File: src/logic/dac_pkg.sv
// Constants and types for the dual converter output stage.
// Assumes one system clock; sample clocks arrive as synchronous strobes.
package dac_pkg;
	localparam int             DATA_W         = 12;
	localparam logic [11:0]    CODE_MID       = 12'h800;
	localparam logic [11:0]    CODE_POS_FS    = 12'hFFF;
	localparam logic [11:0]    CODE_NEG_FS    = 12'h000;
	localparam int             MSB_POS        = 11;
	localparam int             NAP_WAKE_CYC   = 100;
	localparam int             DCS_LOCK_CYC   = 100;
	localparam int             SLEEP_WAKE_MS  = 1;
	localparam int             CLK_MHZ        = 200;
	localparam int             SLEEP_WAKE_CYC = SLEEP_WAKE_MS * CLK_MHZ * 1000;
	localparam int             STOP_LONG_CYC  = 1000;
	localparam int             PIPE_LAT       = 5;
	localparam int             FIFO_DEPTH     = 8;
	localparam logic [1:0]     STRAP_GND      = 2'h0;
	localparam logic [1:0]     STRAP_THIRD    = 2'h1;
	localparam logic [1:0]     STRAP_2THIRD   = 2'h2;
	localparam logic [1:0]     STRAP_VDD      = 2'h3;
	typedef enum logic [1:0] {PM_RUN, PM_NAP, PM_SLEEP, PM_WAKE} dac_pm_e;
endpackage

File: src/logic/dac_fifo.sv
// Small synchronous FIFO with valid/ready on both sides.
// Assumes one clock and synchronous active-high reset.
`timescale 1ns/1ps
`default_nettype none
module dac_fifo #(
	parameter int WIDTH = 13,
	parameter int DEPTH = 8
) (
	// Clock and reset
	input  wire logic             sys_clk,
	input  wire logic             srst,
	// Fill side
	input  wire logic             in_valid,
	output logic                  in_ready,
	input  wire logic [WIDTH-1:0] in_data,
	// Drain side
	output logic                  out_valid,
	input  wire logic             out_ready,
	output logic [WIDTH-1:0]      out_data
);
	localparam int AW = $clog2(DEPTH);
	typedef struct packed {
		logic [AW-1:0] wp;
		logic [AW-1:0] rp;
		logic [AW:0]   cnt;
	} dac_fifo_s;
	dac_fifo_s            st_q;
	dac_fifo_s            st_d;
	logic [WIDTH-1:0]     mem_q [DEPTH];
	logic                 push;
	logic                 pop;

	assign in_ready  = (st_q.cnt != DEPTH[AW:0]);
	assign out_valid = (st_q.cnt != '0);
	assign out_data  = mem_q[st_q.rp];
	assign push      = in_valid && in_ready;
	assign pop       = out_valid && out_ready;

	always_comb begin
		st_d = st_q;
		if (push) st_d.wp = (st_q.wp == AW'(DEPTH - 1)) ? '0 : st_q.wp + 1'b1;
		if (pop) st_d.rp = (st_q.rp == AW'(DEPTH - 1)) ? '0 : st_q.rp + 1'b1;
		st_d.cnt = st_q.cnt + (AW+1)'(push) - (AW+1)'(pop);
	end

	always_ff @(posedge sys_clk) begin
		if (srst) st_q <= '0;
		else st_q <= st_d;
		if (push) mem_q[st_q.wp] <= in_data;
	end
endmodule
`default_nettype wire

File: src/logic/dac_out_ctrl.sv
// Output stage of a dual 12-bit converter: coding, strap decode, power modes, swap.
// Assumes sample clocks are synchronous strobes sampled on sys_clk.
`timescale 1ns/1ps
`default_nettype none
module dac_out_ctrl
	import dac_pkg::*;
#(
	parameter int PIPE_LATENCY  = PIPE_LAT,
	parameter int SLEEP_WAKE    = SLEEP_WAKE_CYC,
	parameter int NAP_WAKE      = NAP_WAKE_CYC
) (
	// Clock and reset
	input  wire logic              sys_clk,
	input  wire logic              srst,
	// Sample clocks and converter cores
	input  wire logic              chan_a_sample_clock,
	input  wire logic              chan_b_sample_clock,
	input  wire logic [11:0]       chan_a_raw,
	input  wire logic              chan_a_over,
	input  wire logic              chan_a_under,
	input  wire logic [11:0]       chan_b_raw,
	input  wire logic              chan_b_over,
	input  wire logic              chan_b_under,
	// Control pins
	input  wire logic [1:0]        format_strap,
	input  wire logic              chan_a_output_enable_n,
	input  wire logic              chan_b_output_enable_n,
	input  wire logic              chan_a_power_down,
	input  wire logic              chan_b_power_down,
	input  wire logic              bus_swap_select,
	// Output buses
	output logic [11:0]            bus_a_data,
	output logic                   bus_a_range_flag,
	output logic                   bus_a_oe,
	output logic [11:0]            bus_b_data,
	output logic                   bus_b_range_flag,
	output logic                   bus_b_oe,
	// Status
	output logic                   twos_comp,
	output logic                   stabilizer_on,
	output logic                   stabilizer_locked,
	output logic [1:0]             chan_a_valid,
	output logic [1:0]             chan_b_valid
);
	////////////////////////////////////////////////////////////////////////
	typedef struct packed {
		logic [1:0]    clk_prev;
		dac_pm_e [1:0] pm;
		logic [1:0][31:0] wake_cnt;
		logic [1:0][12:0] word;
		logic [1:0][12:0] pipe0;
		logic [1:0][7:0]  lat_cnt;
		logic [1:0]       ready;
		logic [31:0]   stop_cnt;
		logic [7:0]    lock_cnt;
		logic          locked;
		logic [11:0]   bus_a_data;
		logic          bus_a_flag;
		logic          bus_a_oe;
		logic [11:0]   bus_b_data;
		logic          bus_b_flag;
		logic          bus_b_oe;
		logic          twos;
		logic          dcs;
	} dac_st_s;
	dac_st_s     st_q;
	dac_st_s     st_d;

	logic [1:0]        clk_in;
	logic [1:0]        rise;
	logic [1:0]        pd;
	logic [1:0]        oen;
	logic [1:0][11:0]  raw;
	logic [1:0]        ovr;
	logic [1:0]        und;
	logic [1:0]        run;
	logic [1:0][12:0]  coded;
	logic [1:0]        f_in_ready;
	logic [1:0]        f_out_valid;
	logic [1:0][12:0]  f_out_data;

	assign clk_in = {chan_b_sample_clock, chan_a_sample_clock};
	assign pd     = {chan_b_power_down, chan_a_power_down};
	assign oen    = {chan_b_output_enable_n, chan_a_output_enable_n};
	assign raw    = {chan_b_raw, chan_a_raw};
	// Each channel sees only its own range inputs
	assign ovr    = {chan_b_over, chan_a_over};
	assign und    = {chan_b_under, chan_a_under};

	////////////////////////////////////////////////////////////////////////
	// Per-channel coding and buffering
	genvar g;
	generate
		for (g = 0; g < 2; g++) begin : g_ch
			logic [11:0] ob;
			logic        oflag;
			// Only falling-to-rising matters; the falling edge is never used
			assign rise[g] = clk_in[g] && !st_q.clk_prev[g];
			assign run[g]  = (st_q.pm[g] == PM_RUN);
			assign oflag   = ovr[g] || und[g];
			always_comb begin
				if (ovr[g]) ob = CODE_POS_FS;
				else if (und[g]) ob = CODE_NEG_FS;
				else ob = raw[g];
			end
			// Two's complement flips only the top bit
			assign coded[g] = {oflag, ob[MSB_POS] ^ st_q.twos, ob[MSB_POS-1:0]};
			// Full FIFO drops pushes; the pipeline has no way to stall a sampler
			dac_fifo #(
				.WIDTH (13),
				.DEPTH (FIFO_DEPTH)
			) u_fifo (
				.sys_clk   (sys_clk),
				// Flushed outside run; after a wake the bus drives the held word until the first new word
				.srst      (srst || !run[g]),
				.in_valid  (rise[g] && run[g]),
				.in_ready  (f_in_ready[g]),
				.in_data   (coded[g]),
				.out_valid (f_out_valid[g]),
				.out_ready (rise[g] && st_q.ready[g]),
				.out_data  (f_out_data[g])
			);
		end
	endgenerate

	////////////////////////////////////////////////////////////////////////
	always_comb begin
		st_d = st_q;
		st_d.clk_prev = clk_in;
		// Strap decode
		st_d.twos = (format_strap == STRAP_2THIRD) || (format_strap == STRAP_VDD);
		st_d.dcs  = (format_strap == STRAP_THIRD) || (format_strap == STRAP_2THIRD);
		// Stabilizer relock after long clock stop
		if (rise[0]) begin
			st_d.stop_cnt = '0;
			if (st_q.stop_cnt >= 32'(STOP_LONG_CYC)) begin
				st_d.locked   = 1'b0;
				st_d.lock_cnt = '0;
			end else if (!st_q.locked) begin
				st_d.lock_cnt = st_q.lock_cnt + 8'h01;
				if (st_q.lock_cnt == 8'(DCS_LOCK_CYC - 1)) st_d.locked = 1'b1;
			end
		end else if (st_q.stop_cnt < 32'(STOP_LONG_CYC)) begin
			st_d.stop_cnt = st_q.stop_cnt + 32'h1;
		end
		if (!st_q.dcs) st_d.locked = 1'b1;
		for (int c = 0; c < 2; c++) begin
			// Mode depends on this channel's pins only
			unique case (st_q.pm[c])
				PM_RUN: if (pd[c]) st_d.pm[c] = oen[c] ? PM_SLEEP : PM_NAP;
				PM_NAP, PM_SLEEP: begin
					if (!pd[c]) begin
						st_d.pm[c] = PM_WAKE;
						st_d.wake_cnt[c] = (st_q.pm[c] == PM_SLEEP) ? 32'(SLEEP_WAKE)
						                                            : 32'(NAP_WAKE);
					end
				end
				PM_WAKE: begin
					if (pd[c]) st_d.pm[c] = oen[c] ? PM_SLEEP : PM_NAP;
					else if (st_q.wake_cnt[c] <= 32'h1) st_d.pm[c] = PM_RUN;
					else st_d.wake_cnt[c] = st_q.wake_cnt[c] - 32'h1;
				end
			endcase
			// Fixed latency: first word leaves after PIPE_LATENCY samples
			if (st_q.pm[c] != PM_RUN) begin
				st_d.lat_cnt[c] = '0;
				st_d.ready[c]   = 1'b0;
			end else if (rise[c] && !st_q.ready[c]) begin
				st_d.lat_cnt[c] = st_q.lat_cnt[c] + 8'h01;
				if (st_q.lat_cnt[c] == 8'(PIPE_LATENCY - 1)) st_d.ready[c] = 1'b1;
			end
			if (rise[c] && st_q.ready[c] && f_out_valid[c]) st_d.word[c] = f_out_data[c];
		end
		// Bus routing: swap high keeps straight, low crosses
		if (bus_swap_select) begin
			{st_d.bus_a_flag, st_d.bus_a_data} = st_q.word[0];
			{st_d.bus_b_flag, st_d.bus_b_data} = st_q.word[1];
			st_d.bus_a_oe = !oen[0] && run[0];
			st_d.bus_b_oe = !oen[1] && run[1];
		end else begin
			{st_d.bus_a_flag, st_d.bus_a_data} = st_q.word[1];
			{st_d.bus_b_flag, st_d.bus_b_data} = st_q.word[0];
			st_d.bus_a_oe = !oen[1] && run[1];
			st_d.bus_b_oe = !oen[0] && run[0];
		end
	end

	always_ff @(posedge sys_clk) begin
		if (srst) begin
			st_q        <= '0;
			st_q.pm[0]  <= PM_RUN;
			st_q.pm[1]  <= PM_RUN;
			st_q.locked <= 1'b1;
		end else begin
			st_q <= st_d;
		end
	end

	assign bus_a_data        = st_q.bus_a_data;
	assign bus_a_range_flag  = st_q.bus_a_flag;
	assign bus_a_oe          = st_q.bus_a_oe;
	assign bus_b_data        = st_q.bus_b_data;
	assign bus_b_range_flag  = st_q.bus_b_flag;
	assign bus_b_oe          = st_q.bus_b_oe;
	assign twos_comp         = st_q.twos;
	assign stabilizer_on     = st_q.dcs;
	assign stabilizer_locked = st_q.locked;
	assign chan_a_valid      = {st_q.ready[0], st_q.pm[0] == PM_RUN};
	assign chan_b_valid      = {st_q.ready[1], st_q.pm[1] == PM_RUN};
endmodule
`default_nettype wire

File: config.mk
export PLATFORM = sky130hd
export DESIGN_NAME = dac_out_ctrl
export DESIGN_NICKNAME = d
export VERILOG_FILES = /design/src/logic/dac_pkg.sv /design/src/logic/dac_fifo.sv /design/src/logic/dac_out_ctrl.sv
export SDC_FILE = /design/constraint.sdc
export NUM_CORES = 1
export LEC_CHECK = 0
export ABC_AREA = 1
export BUFFER_PORTS_ARGS = -buffer_cell sky130_fd_sc_hd__buf_2
export CAP_MARGIN = 15
export CORE_MARGIN = 2
export CORE_UTILIZATION = 60
export DETAILED_ROUTE_END_ITERATION = 8
export GPL_ROUTABILITY_DRIVEN = 0
export HOLD_SLACK_MARGIN = 0.15
export PLACE_DENSITY = 0.78
export SYNTH_ARGS = -nofsm -noshare
export SYNTH_HDL_FRONTEND = slang
export SYNTH_HIERARCHICAL = 1
export SYNTH_SLANG_ARGS = --single-unit
File: constraint.sdc
create_clock -name sys_clk -period 3.79 [get_ports sys_clk]
set_input_delay 0.379 -clock sys_clk [delete_from_list [all_inputs] [get_ports sys_clk]]
set_output_delay 0.379 -clock sys_clk [all_outputs]
set_load 0.01 [all_outputs]
==> flow_metrics.env <==
export IMPL_syn_area_per_cell_um2=7.82
export IMPL_postRouteAntennaNets=0
export IMPL_startpoint_type="input pin"
export IMPL_vias=16631
export IMPL_clock_latency_ns=0.55
export IMPL_grt_usage_pct=26.6
export IMPL_crit_path_end_kind="register"
export IMPL_path_common_cell="inv_1"
export IMPL_fillCellCount=2777
export IMPL_numCtsBuffers=43
export IMPL_port_buffers=73
export IMPL_overflow=0
export IMPL_synthCells=2590
export IMPL_cp_max_fo=11
export IMPL_cp_buffers_inverters=5
export IMPL_critPathArrivalTime_ns=3.34
export IMPL_hold_ws_ns=0.196
export IMPL_synth_area_um2=20300
export IMPL_setup_violations_final=0
export IMPL_p_leak_nw=9.86
export IMPL_finalMaxSlewViolations=0
export IMPL_clk_pin_slew_ns=0.06
export IMPL_synth_seq_area_share_pct=51.7
export IMPL_cts_sinks=419
export IMPL_synth_ff_type="dfxtp_1"
export IMPL_cp_depth=13
export IMPL_drc_errors=0
export IMPL_place_hpwl_um=30900
export IMPL_clockBufferDepth=3
export IMPL_power_density_nw_per_um2=608
export IMPL_tns_ns=0
export IMPL_cts_resized=0
export IMPL_run_status="finished, final reports clean"
export IMPL_start_util_pct=60.7
export IMPL_clock_fmax_ghz=0.342
export IMPL_dr_pass1_iters=5
export IMPL_rsz0062_at_grt="false"
export IMPL_finish_net_count=2700
export IMPL_drtIter0Drc=1275
export IMPL_die_w_um=188
export IMPL_cp_top_family="simple AND/OR/NAND/NOR gates"
export IMPL_synth_top_cell_by_area="edfxtp_1"
export IMPL_grt_pass1_wl_um=76400
export IMPL_cts_max_level=2
export IMPL_crit_chain="dlygate4sd3_1 > buf_2 > inv_1 > nor2_2 > inv_1 > nor2_1 > nand2_2 > ha_1 > inv_1 > ha_1 > fa_1 > xnor2_1 > nor2_1"
export IMPL_synth_edf_count=208
export IMPL_ir_worst_vdd_mv=0.426
export IMPL_syn_nets=2670
export IMPL_async_flop_share_pct=0
export IMPL_synth_distinct_cells=43
export IMPL_seqCellArea_um2=10500
export IMPL_ys_ff_latch=419
export IMPL_wl_per_cell_um=15.1
export IMPL_die_h_um=188
export IMPL_crit_type="in2reg"
export IMPL_drt_wl_total_um=46900
export IMPL_cts_root_buf="clkbuf_16"
export IMPL_viasPerCell=5.36
export IMPL_yosys_top_cells_area="edfxtp_1, dfxtp_1, nand2_1, inv_1, nor2_1"
export IMPL_holdBufCountCts=3
export IMPL_fin_crit_ns=2.92
export IMPL_max_stage_delay_ns=0.52
export IMPL_worstHoldPathType="in2reg"
export IMPL_antenna_found_initial=0
export IMPL_worst_pin_slew_ns=1.18
export IMPL_cp_slowest_cell="dlygate4sd3_1"
export IMPL_cap_violations=0
export IMPL_multi_input_area_um2=7670
export IMPL_max_slew_margin_pct=20.7
export IMPL_final_hold_viol_count=0
export IMPL_worstPathRequired_ns=4.21
export IMPL_grt_pass1_vias=15824
export IMPL_post_cts_buffers=0
export IMPL_core_rowCount=67
export IMPL_whs_path_depth=4
export IMPL_die_area_um2=35200
export IMPL_core_area_um2=33400
export IMPL_num_antenna_cells=0
export IMPL_synth_yosys_warnings=6
export IMPL_fin_util_pct=66.3
export IMPL_tritoncts="built"
export IMPL_area_growth_pct=9.18
export IMPL_finClkSkew_ns=0.0152
export IMPL_grt_max_degree=71
export IMPL_ioPinCount=74
export IMPL_synth_top_area_share_pct=30.8
export IMPL_r2r_cells=12
export IMPL_drive_above_1_share_pct=7.73
export IMPL_fin_crit_sh_pct=77.1
## state kept, by name, summed over array words and instances (netlist names), 12 cells and up, named ones only
| register | count |
|---|---|
| bus_a_data | 12 |
| bus_b_data | 12 |
| g_ch.u_fifo/mem_q | 208 |
| g_ch.u_fifo/st_q | 20 |
| st_q | 152 |
## synth_stat cells, types with 12 or more instances
cell	number
a21oi_1	154
buf_2	22
buf_4	32
buf_6	16
clkbuf_1	42
dfxtp_1	211
edfxtp_1	208
ha_1	39
inv_1	386
nand2_1	736
nand3_1	209
nand4_1	19
nor2_1	313
nor3_1	31
o21ai_0	75
xor2_1	12
## final timing paths
kind | endpoint | startpoint | slack (ns)
setup / recovery | g_ch[0].u_fifo/st_q[2]$_SDFF_PP0_ | chan_a_sample_clock | 0.87
hold / removal | twos_comp$_SDFF_PP0_ | format_strap[0] | 0.20
setup reg to reg | st_q[142]$_SDFFE_PP0P_ | st_q[141]$_SDFFE_PP0P_ | 0.97
hold reg to reg | st_q[50]$_SDFFE_PP0N_ | st_q[50]$_SDFFE_PP0N_ | 0.43
## power breakdown
group	internal [W]	switching, W	total [W]	leakage [nW]
clock network	0.00231	0.00171	0.00402	0.646
logic	0.00127	0.00286	0.00413	5.65
registers	0.00507	0.000224	0.00529	3.57
## through the flow
| step | cell area [um2] | cells | power, W | setup WS (ns) |
|---|---|---|---|---|
| 2_1_floorplan | 20300 | 2590 | 0.00849 | 1.23 |
| 3_3_place_gp | 20700 | 3017 | 0.00927 | 1.01 |
| 3_5_place_dp | 20700 | 3019 | 0.00941 | 0.898 |
| 4_1_cts | 22100 | 3099 | 0.0135 | 0.933 |
| 5_1_grt | 22100 | 3100 | 0.0143 | 0.561 |
| 6_report | 22100 | 3100 | 0.0135 | 0.870 |
## per-layer routing
| metal | track usage (%) | up-vias | wire length (um) |
|---|---|---|---|
| li1 | - | 8219 | - |
| met1 | 34.0 | 7719 | 19500 |
| met2 | 46.3 | 596 | 22800 |
| met3 | 3.41 | 97 | 3240 |
| met4 | 9.69 | 0 | 1410 |
| met5 | 0 | - | 0 |
## worst reg2reg max path, delay by kind of cell (launching register included)
kind,cells,cell delay [ns]
and+or+nand+nor,9,1.50
AOI/OAI and AO/OA,1,0.43
DFF,1,0.39
buffers and inverters,1,0.10
adders and majority gates,1,0.29
## cells in the final DEF, fill, tap and decap left out, types with 15 or more instances in the layout
cell,n
inv_1,385
nand2_1,736
o21ai_0,75
buf_2,73
nor3_2,16
nand3_1,209
clkbuf_16,43
dfxtp_1,211
buf_4,23
nand4_1,19
edfxtp_1,208
nor2_1,313
ha_1,39
a21oi_1,154
nor3_1,15
## cells by family (layout without fill, tap and decap cells)
group	count (synthesis)	after routing	share of synthesized area, %
and+or+nand+nor	1348	1348	27.5
buffers and inverters	510	572	10.8
DFF	419	419	51.7
AOI/OAI and AO/OA	253	253	6.57
adders and majority gates	41	41	2.61
xor gates and xnor gates	19	19	0.822
## cell type report
cell class                      instances  share of cell area, %
Multi-Input combinational cell       1661                   34.7
Inverter                              393                   6.72
Clock buffer                           53                   5.08
Timing Repair Buffer                  102                   2.72
Tap cell                              448                   2.53
Clock inverter                         24                  0.922
Sequential cell                       419                   47.3
Power figures use the tool's default switching activity.
